### src/verilog/efd_consts.svh
`ifndef EFD_CONSTS_SVH
`define EFD_CONSTS_SVH

// System clock rate in kHz (10 MHz)
`define EFD_CLK_KHZ          10000
// Motor setup/hold around select edge, in ns (least time, rounds up)
`define EFD_MOTOR_SETUP_NS   1400
`define EFD_MOTOR_SETUP_CYC  ((`EFD_MOTOR_SETUP_NS * `EFD_CLK_KHZ + 999999) / 1000000)
// Drive reset pulse on processor reset instruction, in ns
`define EFD_RESET_CMD_NS     17000
`define EFD_RESET_CMD_CYC    ((`EFD_RESET_CMD_NS * `EFD_CLK_KHZ) / 1000000)
// Power-up drive reset, in ms
`define EFD_RESET_PWR_MS     1000
`define EFD_RESET_PWR_CYC    (`EFD_RESET_PWR_MS * `EFD_CLK_KHZ)
// Identification sample count and default step timing
`define EFD_ID_BITS          16
`define EFD_STEP_WIDTH_CYC   10
`define EFD_STEP_GAP_CYC     30000
`define EFD_DRIVE_COUNT      3
// Identifier type codes; values are arbitrary
`define EFD_ID_STANDARD      16'h6a5c
`define EFD_ID_DOUBLE        16'h2d91
`define EFD_ID_USER_HI       8'h4b
`define EFD_ID_EXT_HI        8'hb4

`endif

### src/verilog/efd_pkg.sv
package efd_pkg;
  typedef enum logic [3:0] {
    EFD_IDLE,
    EFD_DESEL,
    EFD_MSET,
    EFD_SEL,
    EFD_SEL_HOLD,
    EFD_STEP_LOW,
    EFD_STEP_GAP,
    EFD_ID_DESEL,
    EFD_ID_SEL,
    EFD_ID_SAMPLE
  } efd_state_t;

  // Drive type decoded from the identifier
  typedef enum logic [2:0] {
    EFD_TYPE_STANDARD,
    EFD_TYPE_DOUBLE_DENSITY,
    EFD_TYPE_USER,
    EFD_TYPE_EXTENSION,
    EFD_TYPE_RESERVED,
    EFD_TYPE_UNKNOWN
  } efd_type_t;
endpackage : efd_pkg

### src/verilog/efd_host.sv
// Behaviour
// - Ready/ID shows disk spinning; not acted on
// - Head side low selects side one
// - Direction set before step; low steps in
// - Write data broadcast; gate low records
// - Select plus step clears change latch
// - Motor on: deselect, motor low, select
// - Motor off: deselect, motor high, select
// - Motor line steady 1.4 us around select
// - Drive reset: 1 s, 17 us, keyboard
// - Motor off: ready/ID returns ID bits
// - ID start: motor low, high, sample
// - Repeat sample steps, sixteen samples total
// - First sample is identifier MSB
// - Decode identifier against fixed table
// - One motor line, sequenced per select
`timescale 1ns/1ps
`default_nettype none
`include "efd_consts.svh"
module efd_host
  import efd_pkg::*;
#(
  parameter int STEP_WIDTH_CYC = `EFD_STEP_WIDTH_CYC,
  parameter int STEP_GAP_CYC   = `EFD_STEP_GAP_CYC,
  parameter int RESET_PWR_CYC  = `EFD_RESET_PWR_CYC
) (
  input  wire logic        clk_i,
  input  wire logic        reset_n_i,
  // User side
  input  wire logic [1:0]  drive_i,
  input  wire logic        motor_req_i,
  input  wire logic        motor_on_i,
  input  wire logic        step_req_i,
  input  wire logic        step_out_i,
  input  wire logic        id_req_i,
  input  wire logic        select_req_i,
  input  wire logic        side_one_i,
  input  wire logic        write_enable_i,
  input  wire logic        write_bit_i,
  input  wire logic        cpu_reset_i,
  input  wire logic        kbd_reset_i,
  output logic             busy_o,
  output logic             done_o,
  output logic [15:0]      drive_id_o,
  output efd_type_t        drive_type_o,
  output logic             track_zero_o,
  output logic             write_protect_o,
  output logic             index_o,
  output logic             disk_changed_o,
  output logic             ready_o,
  output logic             read_bit_o,
  // Cable side
  output logic             motor_on_n_o,
  output logic             drive1_select_n_o,
  output logic             drive2_select_n_o,
  output logic             drive3_select_n_o,
  output logic             drive_reset_n_o,
  output logic             head_side_n_o,
  output logic             write_gate_n_o,
  output logic             write_data_n_o,
  output logic             head_step_n_o,
  output logic             step_direction_o,
  input  wire logic        read_data_n_i,
  input  wire logic        disk_changed_n_i,
  input  wire logic        write_protect_n_i,
  input  wire logic        track_zero_n_i,
  input  wire logic        index_n_i,
  input  wire logic        ready_n_i
);
  localparam int HOLD_CYC = `EFD_MOTOR_SETUP_CYC;
  localparam int CMD_CYC  = `EFD_RESET_CMD_CYC;

  function automatic efd_type_t decode_id(input logic [15:0] id);
    if (id == `EFD_ID_STANDARD) decode_id = EFD_TYPE_STANDARD;
    else if (id == `EFD_ID_DOUBLE) decode_id = EFD_TYPE_DOUBLE_DENSITY;
    else if (id[15:8] == `EFD_ID_USER_HI) decode_id = EFD_TYPE_USER;
    else if (id[15:8] == `EFD_ID_EXT_HI) decode_id = EFD_TYPE_EXTENSION;
    else if (id == 16'h0000 || id == 16'haaaa || id == 16'h8000 || id == 16'h7fff
             || id[11:0] == 12'h000 || id[11:0] == 12'hfff
             || id == 16'h3333 || id == 16'hcccc) decode_id = EFD_TYPE_RESERVED;
    else decode_id = EFD_TYPE_UNKNOWN;
  endfunction : decode_id

  logic [5:0]  in_sync;
  efd_sync #(.WIDTH(6), .INIT(6'h3f)) u_sync (
    .clk_i     (clk_i),
    .reset_n_i (reset_n_i),
    .async_i   ({read_data_n_i, disk_changed_n_i, write_protect_n_i,
                 track_zero_n_i, index_n_i, ready_n_i}),
    .sync_o    (in_sync)
  );

  efd_state_t  state;
  logic [1:0]  drive;
  logic        motor_level;
  logic        after_mset_id;
  logic        id_skip;
  logic [31:0] timer;
  logic [4:0]  id_count;
  logic [15:0] id_shift;
  logic [2:0]  select_n;
  logic        sel_active;
  logic [31:0] drst_count;
  logic        kbd_sync;

  // One select line asserted at most; index 0 means none
  always_comb begin
    select_n = 3'h7;
    if (sel_active && drive != 2'h0) begin
      select_n[drive - 2'h1] = 1'b0;
    end
  end

  always_ff @(posedge clk_i) begin
    if (!reset_n_i) begin
      state         <= EFD_IDLE;
      drive         <= 2'h0;
      motor_level   <= 1'b1;
      after_mset_id <= 1'b0;
      id_skip       <= 1'b0;
      timer         <= 32'h0;
      id_count      <= 5'h0;
      id_shift      <= 16'h0;
      sel_active    <= 1'b0;
      done_o        <= 1'b0;
      drive_id_o    <= 16'h0;
      drive_type_o  <= EFD_TYPE_UNKNOWN;
      head_step_n_o <= 1'b1;
      step_direction_o <= 1'b1;
    end else begin
      done_o <= 1'b0;
      if (timer != 32'h0) begin
        timer <= timer - 32'h1;
      end
      case (state)
        EFD_IDLE: begin
          sel_active <= select_req_i && drive_i != 2'h0;
          drive      <= drive_i;
          if (drive_i != 2'h0 && (motor_req_i || id_req_i)) begin
            sel_active    <= 1'b0;
            after_mset_id <= id_req_i;
            motor_level   <= id_req_i ? 1'b0 : !motor_on_i;
            timer         <= 32'(HOLD_CYC);
            state         <= EFD_DESEL;
          end else if (step_req_i && drive_i != 2'h0) begin
            sel_active       <= 1'b1;
            step_direction_o <= step_out_i;
            timer            <= 32'(HOLD_CYC);
            state            <= EFD_STEP_LOW;
          end
        end
        EFD_DESEL: begin
          if (timer == 32'h0) begin
            sel_active <= 1'b1;
            timer      <= 32'(HOLD_CYC);
            state      <= EFD_SEL_HOLD;
          end
        end
        EFD_SEL_HOLD: begin
          if (timer == 32'h0) begin
            if (after_mset_id) begin
              sel_active    <= 1'b0;
              motor_level   <= 1'b1;
              after_mset_id <= 1'b0;
              id_skip       <= 1'b1;
              id_count      <= 5'h0;
              timer         <= 32'(HOLD_CYC);
              state         <= EFD_ID_DESEL;
            end else begin
              done_o <= 1'b1;
              state  <= EFD_IDLE;
            end
          end
        end
        EFD_STEP_LOW: begin
          if (timer == 32'h0 && head_step_n_o) begin
            head_step_n_o <= 1'b0;
            timer         <= 32'(STEP_WIDTH_CYC - 1);
          end else if (timer == 32'h0) begin
            head_step_n_o <= 1'b1;
            timer         <= 32'(STEP_GAP_CYC);
            state         <= EFD_STEP_GAP;
          end
        end
        EFD_STEP_GAP: begin
          if (timer == 32'h0) begin
            done_o <= 1'b1;
            state  <= EFD_IDLE;
          end
        end
        EFD_ID_DESEL: begin
          if (timer == 32'h0) begin
            sel_active <= 1'b1;
            timer      <= 32'(HOLD_CYC);
            state      <= EFD_ID_SEL;
          end
        end
        EFD_ID_SEL: begin
          if (timer == 32'h0 && id_skip) begin
            // Select pulse with motor high comes before the first sample
            sel_active <= 1'b0;
            id_skip    <= 1'b0;
            timer      <= 32'(HOLD_CYC);
            state      <= EFD_ID_DESEL;
          end else if (timer == 32'h0) begin
            state <= EFD_ID_SAMPLE;
          end
        end
        EFD_ID_SAMPLE: begin
          id_shift   <= {id_shift[14:0], in_sync[0]};
          id_count   <= id_count + 5'h1;
          sel_active <= 1'b0;
          timer      <= 32'(HOLD_CYC);
          if (id_count == 5'(`EFD_ID_BITS - 1)) begin
            drive_id_o   <= {id_shift[14:0], in_sync[0]};
            drive_type_o <= decode_id({id_shift[14:0], in_sync[0]});
            done_o       <= 1'b1;
            state        <= EFD_IDLE;
          end else begin
            state <= EFD_ID_DESEL;
          end
        end
        default: state <= EFD_IDLE;
      endcase
    end
  end

  always_ff @(posedge clk_i) begin
    if (!reset_n_i) begin
      motor_on_n_o      <= 1'b1;
      drive1_select_n_o <= 1'b1;
      drive2_select_n_o <= 1'b1;
      drive3_select_n_o <= 1'b1;
      busy_o            <= 1'b0;
    end else begin
      motor_on_n_o      <= motor_level;
      drive1_select_n_o <= select_n[0];
      drive2_select_n_o <= select_n[1];
      drive3_select_n_o <= select_n[2];
      busy_o            <= state != EFD_IDLE;
    end
  end

  // Data path and side; registered to keep outputs glitch free
  always_ff @(posedge clk_i) begin
    if (!reset_n_i) begin
      head_side_n_o  <= 1'b1;
      write_gate_n_o <= 1'b1;
      write_data_n_o <= 1'b1;
    end else begin
      head_side_n_o  <= !side_one_i;
      write_gate_n_o <= !write_enable_i;
      write_data_n_o <= !write_bit_i;
    end
  end

  // Status for the user, active high; ready is informational only
  always_ff @(posedge clk_i) begin
    if (!reset_n_i) begin
      read_bit_o      <= 1'b0;
      disk_changed_o  <= 1'b0;
      write_protect_o <= 1'b0;
      track_zero_o    <= 1'b0;
      index_o         <= 1'b0;
      ready_o         <= 1'b0;
    end else begin
      read_bit_o      <= !in_sync[5];
      disk_changed_o  <= !in_sync[4];
      write_protect_o <= !in_sync[3];
      track_zero_o    <= !in_sync[2];
      index_o         <= !in_sync[1];
      ready_o         <= !in_sync[0];
    end
  end

  // Drive reset: power-up count, command count, keyboard level
  efd_sync #(.WIDTH(1), .INIT(1'b0)) u_kbd_sync (
    .clk_i     (clk_i),
    .reset_n_i (reset_n_i),
    .async_i   (kbd_reset_i),
    .sync_o    (kbd_sync)
  );

  always_ff @(posedge clk_i) begin
    if (!reset_n_i) begin
      drst_count      <= 32'(RESET_PWR_CYC);
      drive_reset_n_o <= 1'b0;
    end else begin
      if (cpu_reset_i && drst_count < 32'(CMD_CYC)) begin
        drst_count <= 32'(CMD_CYC);
      end else if (drst_count != 32'h0) begin
        drst_count <= drst_count - 32'h1;
      end
      drive_reset_n_o <= !(drst_count != 32'h0 || kbd_sync);
    end
  end
endmodule : efd_host
`default_nettype wire

### src/verilog/efd_sync.sv
`timescale 1ns/1ps
`default_nettype none
// Three-stage synchroniser; output moves once stages two and three agree.
module efd_sync #(
  parameter int WIDTH = 1,
  parameter logic [WIDTH-1:0] INIT = '1
) (
  input  wire logic             clk_i,
  input  wire logic             reset_n_i,
  input  wire logic [WIDTH-1:0] async_i,
  output logic      [WIDTH-1:0] sync_o
);
  logic [WIDTH-1:0] stage1;
  logic [WIDTH-1:0] stage2;
  logic [WIDTH-1:0] stage3;

  always_ff @(posedge clk_i) begin
    if (!reset_n_i) begin
      stage1 <= INIT;
      stage2 <= INIT;
      stage3 <= INIT;
    end else begin
      stage1 <= async_i;
      stage2 <= stage1;
      stage3 <= stage2;
    end
  end

  always_ff @(posedge clk_i) begin
    if (!reset_n_i) begin
      sync_o <= INIT;
    end else begin
      for (int i = 0; i < WIDTH; i++) begin
        if (stage2[i] == stage3[i]) begin
          sync_o[i] <= stage3[i];
        end
      end
    end
  end
endmodule : efd_sync
`default_nettype wire
### config.mk
export PLATFORM = sky130hd
export DESIGN_NAME = efd_host
export DESIGN_NICKNAME = d
export VERILOG_FILES = /design/src/verilog/efd_pkg.sv /design/src/verilog/efd_host.sv /design/src/verilog/efd_sync.sv
export VERILOG_INCLUDE_DIRS = /design/src /design/src/verilog
export SDC_FILE = /design/constraint.sdc
export NUM_CORES = 1
export LEC_CHECK = 0
export BUFFER_PORTS_ARGS = -buffer_cell sky130_fd_sc_hd__buf_2
export CAP_MARGIN = 20
export CORE_MARGIN = 2
export CORE_UTILIZATION = 43
export CTS_CLUSTER_SIZE = 14
export DETAILED_ROUTE_END_ITERATION = 10
export MAX_ROUTING_LAYER = met4
export PLACE_DENSITY_LB_ADDON = 0.08
export SETUP_SLACK_MARGIN = 0.5
export SLEW_MARGIN = 20
export SYNTH_ARGS = -nofsm -noshare
export SYNTH_HDL_FRONTEND = slang
export SYNTH_SLANG_ARGS = --single-unit
### constraint.sdc
create_clock -name clk_i -period 4.1 [get_ports clk_i]
set_clock_uncertainty 0.15 [all_clocks]
set_input_delay 0.615 -clock clk_i [delete_from_list [all_inputs] [get_ports clk_i]]
set_output_delay 0.615 -clock clk_i [all_outputs]
set_load 0.005 [all_outputs]
Word level (Yosys, flattened, before mapping) --
Index checks and enable logic that the tools add are counted.
Storage, ports and cells: flip-flop bits (word level) 159, bits of input ports 21, logic and storage cells 203, latch bits 0, bits in read-only memories 0, output and inout bits 37, memories kept 0, memory bits (writable) 0
Operators by class: muxes and demuxes 57, shifts and indexed selects 0, reductions and logical operators 55, order comparisons 3, multiply operators 0, add/subtract/negate cells 4, div/mod/pow operators 0, eq/ne operators 37, bitwise operators 3
Operators with widths (count):
- $mux W32 | 9
- $pmux W32 S6 | 1
- $reduce_bool A32 Y1 | 2
- $sub A32 B1 Y32 const B | 2
- $eq A16 B16 Y1 const B | 3
- $mux W24 | 2
- $mux W4 | 10
- $eq A16 B14 Y1 const B | 2
- $eq A16 B15 Y1 const B | 2
- $logic_not A32 Y1 | 1
- $lt A32 B8 Y1 const B | 1
- $pmux W4 S8 | 1
- $mux W1 | 19
- $mux W3 | 6
- $ne A2 B2 Y1 const B | 9
- $eq A4 B3 Y1 const B | 4
- $logic_not A16 Y1 | 1
- $reduce_bool A2 Y1 | 7
- $eq A12 B12 Y1 const B | 1
- $logic_not A12 Y1 | 1
- $logic_not A1 Y1 | 11
- $mux W5 | 2
- $pmux W5 S2 | 1
- $logic_or A1 B1 Y1 | 9
- 28 further kinds | 52

Logic depth before layout (Yosys ltp) --
Gate-level depths: netlist (run 1).
depth after elaboration 13, gate-level depth with buffers 13, depth with buffers taken out 11

Cells and area by module --
From an unflattened synthesis (run 1), not the netlist that was laid out.
Unflattened totals: cells, all modules 843, area, all modules 7035.5 um^2
By module, submodules not included:
- efd_host | cells an instance 771, instances 1, sequential area each 2622.5 um^2, area each 6228.5 um^2
- efd_sync (u_sync) | cells an instance 62, instances 1, sequential area each 480.5 um^2, area each 690.7 um^2
- efd_sync (u_kbd_sync) | cells an instance 10, instances 1, sequential area each 80.1 um^2, area each 116.4 um^2

Worst setup path before layout (run 1) --
Ideal clock, no wire load.
path type flip-flop to flip-flop, from register timer[0], to register timer[0], cell stages (with the launch flop) 14, period minus slack after synthesis 2.915 ns, setup time 0.122 ns, path buffers 2, arrival 2.643 ns, data required time 3.828 ns, path slack 1.185 ns, path through dfxtp_1 -> inv_1 -> ha_1 -> or4b_1 -> nor4_4 -> and4_1 -> buf_4 -> inv_4 -> clkbuf_1 -> ha_1 -> nor3_1 -> a211oi_1 -> a211oi_1 -> a311o_1
On the way: word-level cells in the longest chain between the ends 5, elaborated cells on any way between the ends 15, those cells by class add/sub: 1; mux: 10; reduce/logical: 4
Ends and longest elaborated chain:
- from (decl) | line efd_host.sv:98 | logic [31:0] timer;
- from (signal assigned) | line efd_host.sv:133 | timer <= timer - 32'h1;
- from (signal assigned) | line efd_host.sv:143 | timer <= 32'(HOLD_CYC);
- from (signal assigned) | line efd_host.sv:148 | timer <= 32'(HOLD_CYC);
- $sub A32 B1 Y32 or $reduce_bool A32 Y1 (tied branches) | line efd_host.sv:133, efd_host.sv:132
- $mux W32 | line efd_host.sv:132 | if (timer != 32'h0) begin
- $mux W32, on equally long branches | line efd_host.sv:179, efd_host.sv:145, efd_host.sv:161
- $mux W32, on equally long branches | line efd_host.sv:176, efd_host.sv:139, efd_host.sv:160
- $pmux W32 S6 (*) | line efd_host.sv:135 | case (state)
Every way passes the cells marked *; elsewhere a longest branch is shown, timed or not. A chain may end at the register's enable or synchronous reset.

Final worst setup path (run 1) --
Same ends and word-level chain as after synthesis.

==> results.sh, run 1 <==
export IMPL_ys_seq_area_frac=0.451
export IMPL_crit_path_end_kind="register"
export IMPL_ys_top_cells_by_count="dfxtp_1 (159), nand2_1 (120), nor2_1 (92), a21boi_0 (37), o21ai_0 (32)"
export IMPL_critPathLaunch="timer[0]"
export IMPL_cts_resized=0
export IMPL_cts_sinks=159
export IMPL_wl_mm=15.9
export IMPL_rsz0062_at_grt="no"
export IMPL_worstSkewPairLatency_ns=0.43
export IMPL_syn_area_per_cell_um2=8.47
export IMPL_maxCapViolCount=0
export IMPL_synthArstFlopShare=0
export IMPL_grt_pass1_wl_mm=26.8
export IMPL_grt_max_degree=78
export IMPL_worstPathRequired_ns=4.26
export IMPL_drc=0
export IMPL_die_h_um=132
export IMPL_initial_core_util=0.443
export IMPL_antenna_found_initial=0
export IMPL_hpwlAfterDp_mm=10.8
export IMPL_slew_limit_headroom=0.386
export IMPL_ctsHoldBuffers=0
export IMPL_synth_nets=862
export IMPL_multi_input_area_um2=3670
export IMPL_coreArea_um2=15900
export IMPL_synth_top_area_share=0.451
export IMPL_grtUsageTotal=0.192
export IMPL_setup_tns_ns=0
export IMPL_pin_count=58
export IMPL_grt_pass1_vias=5549
export IMPL_area_growth_pct=14.7
export IMPL_post_cts_setup_buffer_count=0
export IMPL_synthFlopType="dfxtp_1"
export IMPL_tightest_slew_ns=0.912
export IMPL_clk_pin_slew_ns=0.06
export IMPL_clk_path_buf_depth=2
export IMPL_port_buffers=57
export IMPL_synth_seq_cells=159
export IMPL_cts_buffers=17
export IMPL_status="finished clean"
export IMPL_dr_total_vias=5928
export IMPL_holdWs_ns=0.196
export IMPL_drtIter0Drc=382
export IMPL_drive_gt1_frac=0.125
export IMPL_avgRoutedWirePerCell_um=14.4
export IMPL_critPathArrivalTime_ns=3.15
export IMPL_cts_root_buf="clkbuf_16"
export IMPL_seqCellArea_um2=3180
export IMPL_ys_top_cells_by_area="dfxtp_1 (45%), nand2_1 (6.4%), nor2_1 (4.9%)"
export IMPL_crit_path_start_kind="register"
export IMPL_p_per_area_nw_per_um2=710
export IMPL_die_width_um=132
export IMPL_yosysMostFrequentCell="dfxtp_1"
export IMPL_rows=46
export IMPL_fin_nets=906
export IMPL_synth_cell_area_um2=7060
export IMPL_synth_edff_count=0
export IMPL_leakage_nw=3.01
export IMPL_fmax_mhz=334
export IMPL_drtPass1Iterations=5
export IMPL_r2r_slack_ns=1.11
export IMPL_reg2regPathDepth=11
export IMPL_final_area_um2=8100
export IMPL_avgViaCountPerCell=5.36
export IMPL_ant_nets=0
export IMPL_cts_tree="built"
export IMPL_num_fill_cells=1516
export IMPL_final_cells=1105
export IMPL_ys_types=69
export IMPL_fin_crit_sh=0.730
export IMPL_die_area_um2=17500
export IMPL_irDropWorstVdd_mv=0.543
export IMPL_crit_path_end="timer[0]"
export IMPL_finalCriticalPeriod_ns=2.99
export IMPL_place_gp_congestion=0.903
export IMPL_r2r_end="timer[0]"
export IMPL_p_total_w=0.00575
export IMPL_htree_num_levels=4
export IMPL_r2r_start="timer[0]"
export IMPL_hold_class="in2reg"
export IMPL_syn_inst=834
export IMPL_slew_viol_final=0
export IMPL_worstSetupPathType="reg2reg"
export IMPL_antenna_cells=0
export IMPL_setup_violations_final=0
export IMPL_place_inst=1075
export IMPL_yosysTopAreaCell="dfxtp_1"
export IMPL_gr_total_overflow=0
export IMPL_path_max_fanout=28
export IMPL_final_hold_viol_count=0
export IMPL_yosys_warnings=0
export IMPL_placed_area_um2=7520
[power breakdown]
group          switching, W  total [W]  internal (W)
logic               0.00133    0.00216      0.000835
registers          0.000252    0.00202       0.00176
clock network      0.000616    0.00158      0.000960
total               0.00219    0.00575       0.00356
[sequential cells by signal (all words and copies together) (netlist names), 2 cells and up]
| register | count |
|---|---|
| u_sync.stage2 | 6 |
| state | 4 |
| id_shift | 15 |
| drive_type_o | 3 |
| drive | 2 |
| u_sync.stage1 | 6 |
| drive_id_o | 16 |
| u_sync.sync_o | 6 |
| u_sync.stage3 | 6 |
| timer | 32 |
| id_count | 5 |
| drst_count | 32 |
[per-layer routing]
layer  vias to the layer above  routed length, um  GRT usage  share of wire
li1                       3012                  -          -              -
met1                      2758               7730      0.246           0.49
met2                       135               7270      0.295           0.46
met3                        23                679     0.0488          0.043
met4                         0                191     0.0639          0.012
met5                         -                  0          -              0
[layout make-up]
cell class	instances	share of cell area
Multi-Input combinational cell	621	0.453
Clock inverter	12	0.0179
Tap cell	216	0.0333
Sequential cell	159	0.393
Inverter	15	0.00726
Timing Repair Buffer	64	0.0420
Clock buffer	18	0.0542
[layout by cell type (no fill, tap or decap), types with 8 or more instances in the layout]
| master | count |
|---|---|
| nand3_1 | 24 |
| nor4_1 | 22 |
| nor3_1 | 31 |
| and3_1 | 9 |
| nand2b_1 | 28 |
| buf_4 | 8 |
| clkbuf_16 | 17 |
| dfxtp_1 | 159 |
| nor2b_1 | 16 |
| a21oi_1 | 28 |
| nor2_1 | 92 |
| nand2_1 | 120 |
| a21boi_0 | 37 |
| nand4_1 | 13 |
| buf_2 | 56 |
| inv_1 | 14 |
| o21ai_0 | 32 |
| xnor2_1 | 26 |
| xor2_1 | 22 |
[worst min path at each step]
stage,startpoint,endpoint,depth (start not counted),slack [ns]
floorplan,u_sync.stage1[0],u_sync.stage2[0],1,0.24
global route,side_one_i,head_side_n_o,2,0.19
global placement,u_sync.stage1[0],u_sync.stage2[0],1,0.24
CTS,write_bit_i,write_data_n_o,2,0.18
finish,write_bit_i,write_data_n_o,2,0.20
detailed placement,u_sync.stage1[0],u_sync.stage2[0],1,0.24
[cell families (layout without fill, tap and decap cells)]
group,count (synthesis),after routing,synth area share
compound gates,153,153,0.145
xor+xnor,48,48,0.0595
fa+ha+maj,7,7,0.0124
simple gates,409,409,0.294
flops,159,159,0.451
mux,4,4,0.00567
buf+inv,54,109,0.0324
[critical path: stages (launching register included)]
cell	delay [ns]
dfxtp_1	0.34
inv_1	0.11
ha_1	0.14
or4b_1	0.51
nor4_4	0.19
and4_1	0.29
inv_4	0.15
ha_1	0.34
nor3_1	0.05
a211oi_1	0.22
a211oi_1	0.07
a311o_1	0.32
[through the flow]
stage               setup slack [ns]   util
floorplan                       1.19      -
global placement                1.20  0.472
detailed placement              1.10  0.472
CTS                             1.09  0.508
global route                   0.882  0.508
finish                          1.11  0.508
(Power assumes the default switching activity.)
==> inputs of run 2 (changes only) <==
clock period = 3.15 ns   (was 4.1 ns; I/O delays follow)
==> run 2 against run 1 <==
Against the previous run: final area rose by 8.2%; combinational power rose by 92%; hold slack worse by 0.12 ns; clock power grew 45%; sequential power grew 32%; utilization increased by 4.2 points; routed wire length is 11% higher; clock-buffer cell count rose by 2; setup slack got worse by 0.71 ns; global-route usage rose by 1.1 points; highest routed layer unchanged.
==> results.sh, run 2 (same netlist as run 1, synthesis figures left out) <==
export IMPL_drtIter0Drc=419
export IMPL_htree_num_levels=4
export IMPL_path_cells="or4_4 > nor4_4 > and4_4 > buf_12 > a21oi_1 > o311a_1 > a311o_1"
export IMPL_setup_violations_final=0
export IMPL_cts_buffers=17
export IMPL_maxCapViolCount=0
export IMPL_r2r_end="timer[0]"
export IMPL_ant_nets=0
export IMPL_fmax_mhz=364
export IMPL_irDropWorstVdd_mv=0.930
export IMPL_final_cells=1145
export IMPL_max_stage_delay_ns=0.57
export IMPL_worstSkewPairLatency_ns=0.42
export IMPL_cts_sinks=159
export IMPL_die_width_um=132
export IMPL_avgRoutedWirePerCell_um=15.3
export IMPL_worstPathRequired_ns=3.30
export IMPL_path_max_fanout=11
export IMPL_wl_mm=17.5
export IMPL_worstSetupPathType="reg2reg"
export IMPL_cts_tree="built"
export IMPL_p_total_w=0.00910
export IMPL_drtPass1Iterations=5
export IMPL_fin_crit_sh=0.872
export IMPL_clk_path_buf_depth=2
export IMPL_coreArea_um2=15900
export IMPL_place_gp_congestion=0.875
export IMPL_tightest_slew_ns=0.802
export IMPL_status="finished clean"
export IMPL_antenna_cells=0
export IMPL_seqCellArea_um2=3200
export IMPL_leakage_nw=3.26
export IMPL_p_per_area_nw_per_um2=1040
export IMPL_multi_input_area_um2=3940
export IMPL_crit_path_start_kind="register"
export IMPL_rsz0062_at_grt="yes"
export IMPL_holdWs_ns=0.0739
export IMPL_clk_pin_slew_ns=0.06
export IMPL_cts_root_buf="clkbuf_16"
export IMPL_pin_count=58
export IMPL_r2r_start="timer[25]"
export IMPL_gr_total_overflow=0
export IMPL_grt_max_degree=58
export IMPL_fin_nets=944
export IMPL_finalCriticalPeriod_ns=2.75
export IMPL_crit_path_end="timer[0]"
export IMPL_final_cell_mix="dfxtp_1 (152), nand2_1 (120), nor2_1 (77), buf_2 (56), buf_4 (40)"
export IMPL_routed_wl_met3_um=749
export IMPL_wl_met1_mm=8.39
export IMPL_slew_limit_headroom=0.461
export IMPL_r2r_slack_ns=0.40
export IMPL_slew_viol_final=0
export IMPL_whs_path_depth=2
export IMPL_num_fill_cells=1504
export IMPL_hold_class="in2reg"
export IMPL_grtUsageTotal=0.203
export IMPL_setup_tns_ns=0
export IMPL_drive_gt1_frac=0.205
export IMPL_critPathLaunch="timer[25]"
export IMPL_wl_met2_mm=8.11
export IMPL_layout_commonest_cell="dfxtp_1"
export IMPL_area_growth_pct=24.2
export IMPL_rows=46
export IMPL_critical_path_slowest_cell="or4_4"
export IMPL_port_buffers=57
export IMPL_final_hold_viol_count=0
export IMPL_die_h_um=132
export IMPL_grt_pass1_wl_mm=28.5
export IMPL_dr_total_vias=6235
export IMPL_largestRegisters="drst_count (32), timer (32), drive_id_o (16)"
export IMPL_critPathArrivalTime_ns=2.90
export IMPL_avgViaCountPerCell=5.45
export IMPL_reg2regPathDepth=7
export IMPL_crit_path_end_kind="register"
export IMPL_hpwlAfterDp_mm=11.4
export IMPL_die_area_um2=17500
export IMPL_place_inst=1089
export IMPL_drc=0
export IMPL_initial_core_util=0.443
export IMPL_antenna_found_initial=0
export IMPL_top_layer_used="met4"
export IMPL_grt_pass1_vias=5890
==> run 2: area by class of cell <==
| class | instances | area share |
|---|---|---|
| Clock buffer | 20 | 0.0509 |
| Clock inverter | 12 | 0.0244 |
| Inverter | 15 | 0.00842 |
| Multi-Input combinational cell | 624 | 0.449 |
| Sequential cell | 159 | 0.365 |
| Tap cell | 216 | 0.0308 |
| Timing Repair Buffer | 98 | 0.0707 |
| Timing Repair inverter | 1 | 0.000998 |
==> run 2: worst max-delay path, delay by kind of cell, from the launching register on <==
family          cells  cell delay (ns)
buf+inv             1             0.15
compound gates      3             0.75
flops               1             0.35
simple gates        3             1.24
==> run 2: how the worst min path moves through the flow <==
stage,startpoint,end,slack [ns]
floorplan,u_sync.stage1[0],u_sync.stage2[0],0.24
global placement,u_sync.stage1[2],u_sync.stage2[2],0.24
detailed placement,u_sync.stage1[0],u_sync.stage2[0],0.24
CTS,side_one_i,head_side_n_o,0.05
global route,side_one_i,head_side_n_o,0.05
finish,side_one_i,head_side_n_o,0.07
==> run 2: repair_timing <==
item / in CTS / in global routing
gates cloned: 2 / 2
pin swaps: 9 / 27
endpoints found under the setup margin: 30 / 46
resized for setup: 24 / 50
hold buffers: 0 / 0
buffers inserted: 10 / 10
==> run 2: per-stage QoR <==
step	utilization	worst slack, ns	area, um2
4_1_cts	0.531	0.344	8470
3_3_place_gp	0.478	0.303	7630
3_5_place_dp	0.478	0.244	7630
5_1_grt	0.550	0.347	8770
6_report	0.550	0.403	8770
2_1_floorplan	-	0.313	7070
==> run 2: power by group <==
part / internal (W) / switching, W
clock network: 0.00150 / 0.000792
registers: 0.00232 / 0.000348
logic: 0.00176 / 0.00239
total: 0.00558 / 0.00353
==> run 2: layer usage <==
layer,GRT usage,vias to the layer above
met5,-,-
met4,0.0633,0
met3,0.0469,35
met2,0.317,180
met1,0.261,2928
li1,-,3092
==> inputs of run 3 (changes only) <==
ABC_AREA = 1   (was default)
ABC_CLOCK_PERIOD_IN_PS = 3150   (was default)
CTS_CLUSTER_SIZE = 20   (was 14)
==> run 3 against run 2 <==
Against the previous run: global-route usage is 0.95 points higher; final area is 1.8% higher; synthesized cell count is 34% higher; utilization is 5.1 points lower; non-clock buffer count is 31 lower; critical path depth is 7 higher; synthesized area is 11% higher; fmax is 17% higher; combinational power is 3% higher.
==> results.sh, run 3 <==
export IMPL_status="finished clean"
export IMPL_coreArea_um2=17900
export IMPL_synthFlopType="dfxtp_1"
export IMPL_clockPowerShare=0.234
export IMPL_critical_path_slowest_cell="dfxtp_1"
export IMPL_crit_path_start_kind="register"
export IMPL_hpwlAfterDp_mm=14.4
export IMPL_cts_root_buf="clkbuf_16"
export IMPL_p_int_w=0.00479
export IMPL_p_per_area_nw_per_um2=987
export IMPL_final_area_um2=8930
export IMPL_drtIter0Drc=476
export IMPL_leakage_nw=3.93
export IMPL_clk_path_buf_depth=2
export IMPL_largestRegisters="drst_count (32), timer (32), drive_id_o (16)"
export IMPL_ys_top_cells_by_count="nand2_1 (228), nor2_1 (188), dfxtp_1 (159), inv_1 (105), nand3_1 (81)"
export IMPL_final_cells=1422
export IMPL_wl_mm=19.6
export IMPL_drtPass1Iterations=8
export IMPL_dr_total_vias=7174
export IMPL_layout_setup_ws_ns=0.808
export IMPL_place_ws_ns=0.825
export IMPL_fin_nets=1209
export IMPL_p_total_w=0.00882
export IMPL_worstSkewPairLatency_ns=0.42
export IMPL_path_cells="inv_1 > ha_1 > nand3b_1 > nor2_1 > nand3_1 > nor2_4 > inv_1 > ha_1 > o21ai_0 > nand3b_1 > o21ai_0 > nand3b_1 > nand2_1 > inv_1"
export IMPL_initial_core_util=0.437
export IMPL_drive_gt1_frac=0.148
export IMPL_syn_area_per_cell_um2=6.99
export IMPL_critPathArrivalTime_ns=2.51
export IMPL_irDropWorstVdd_mv=0.741
export IMPL_p_switching_w=0.00402
export IMPL_htree_num_levels=4
export IMPL_worstPathRequired_ns=3.32
export IMPL_grt_pass1_wl_mm=32.6
export IMPL_maxCapViolCount=0
export IMPL_path_max_fanout=5
export IMPL_synth_edff_count=0
export IMPL_rsz0062_at_grt="no"
export IMPL_worstSetupPathType="reg2reg"
export IMPL_ys_seq_area_frac=0.406
export IMPL_yosysMostFrequentCell="nand2_1"
export IMPL_max_stage_delay_ns=0.32
export IMPL_ant_nets=0
export IMPL_combPwrFrac=0.482
export IMPL_avgRoutedWirePerCell_um=13.8
export IMPL_slew_viol_final=0
export IMPL_fin_crit_sh=0.743
export IMPL_placed_area_um2=8350
export IMPL_synth_seq_cells=159
export IMPL_ctsHoldBuffers=0
export IMPL_die_area_um2=19300
export IMPL_place_inst=1391
export IMPL_avgViaCountPerCell=5.05
export IMPL_gr_total_overflow=0
export IMPL_area_growth_pct=14.0
export IMPL_pin_count=58
export IMPL_pwr_share_seq=0.284
export IMPL_post_cts_setup_buffer_count=0
export IMPL_die_width_um=139
export IMPL_setup_tns_ns=0
export IMPL_yosys_warnings=0
export IMPL_grt_pass1_vias=6765
export IMPL_final_hold_viol_count=0
export IMPL_grt_max_degree=62
export IMPL_synthArstFlopShare=0
export IMPL_final_cell_mix="nand2_1 (228), nor2_1 (188), dfxtp_1 (159), inv_1 (104), nand3_1 (81)"
export IMPL_ys_top_cells_by_area="dfxtp_1 (41%), nand2_1 (11%), nor2_1 (9.0%)"
export IMPL_cts_buffers=17
export IMPL_syn_inst=1120
export IMPL_slew_limit_headroom=0.506
export IMPL_grtUsageTotal=0.212
export IMPL_ys_types=43
export IMPL_layout_commonest_cell="nand2_1"
export IMPL_cts_resized=0
export IMPL_clk_pin_slew_ns=0.07
export IMPL_synth_nets=1148
export IMPL_swShare=0.456
export IMPL_synth_top_area_share=0.406
export IMPL_cts_tree="built"
export IMPL_fmax_mhz=427
export IMPL_rows=49
export IMPL_synth_cell_area_um2=7830
export IMPL_die_h_um=139
export IMPL_drc=0
export IMPL_port_buffers=57
export IMPL_setup_violations_final=0
export IMPL_tightest_slew_ns=0.741
export IMPL_place_gp_congestion=0.890
export IMPL_antenna_found_initial=0
export IMPL_crit_path_end_kind="register"
export IMPL_antenna_cells=0
export IMPL_hold_class="in2reg"
export IMPL_yosysTopAreaCell="dfxtp_1"
export IMPL_finalCriticalPeriod_ns=2.34
export IMPL_cts_sinks=159
run 3: changes by cell type after synthesis, sizes merged, moves of 12 or more:
cell    delta
nor2     +119
nand2    +118
inv      +101
xnor2     -13
nand4     +12
nand3     +59
o21ai     +18
or2       +20
a21oi     +46
nor2b     -16
a21boi    -37
nor4      -19
nand2b    -28
clkbuf    -16
run 3: cell families (layout without fill, tap and decap cells):
kind of cell    count (synthesis)  after routing  share of synthesized area
simple gates                  628            628                      0.367
xor+xnor                       39             39                     0.0436
fa+ha+maj                       7              7                     0.0112
buf+inv                       143            216                     0.0733
compound gates                144            144                     0.0981
flops                         159            159                      0.406
run 3: final timing paths:
path	start	to	slack (ns)	cells after the start
setup / recovery	timer[0]	timer[0]	0.81	14
hold / removal	write_enable_i	write_gate_n_o	0.06	2
setup reg to reg	timer[0]	timer[0]	0.81	14
hold reg to reg	u_sync.sync_o[5]	read_bit_o	0.25	1
run 3: area by class of cell:
| class | count | area [um2] |
|---|---|---|
| Fill cell | 1857 | 8970 |
| Multi-Input combinational cell | 818 | 4070 |
| Sequential cell | 159 | 3180 |
| Inverter | 118 | 443 |
| Clock buffer | 18 | 429 |
| Timing Repair Buffer | 67 | 360 |
| Tap cell | 229 | 287 |
| Clock inverter | 13 | 154 |
run 3: power by group through the flow:
| stage | Sequential, W | Clock, W | Combinational, W |
|---|---|---|---|
| after floorplan | 0.00249 | 0 | 0.00342 |
| after global placement | 0.00254 | 0 | 0.00422 |
| after detailed placement | 0.00254 | 0 | 0.00424 |
| after CTS | 0.00250 | 0.00212 | 0.00426 |
| after global routing | 0.00254 | 0.00220 | 0.00484 |
| final | 0.00250 | 0.00206 | 0.00425 |
run 3: routing by layer:
metal | part of all wire | global-route usage
met1 | 0.50 | 0.284
met2 | 0.45 | 0.328
met3 | 0.037 | 0.0387
met4 | 0.017 | 0.0659
met5 | 0 | -
run 3: critical path, delay by kind of cell (launching register included):
family | cells | cell delay [ns]
and+or+nand+nor | 7 | 0.82
adders and majority gates | 2 | 0.53
DFF | 1 | 0.32
buffers and inverters | 3 | 0.26
AOI/OAI and AO/OA | 2 | 0.17
run 3: stage by stage:
| stage | utilization | hold slack, ns |
|---|---|---|
| finish | 0.499 | 0.0565 |
| global route | 0.499 | 0.0412 |
| CTS | 0.499 | 0.0374 |
| detailed placement | 0.466 | 0.240 |
| global placement | 0.466 | 0.237 |
| floorplan | - | 0.230 |
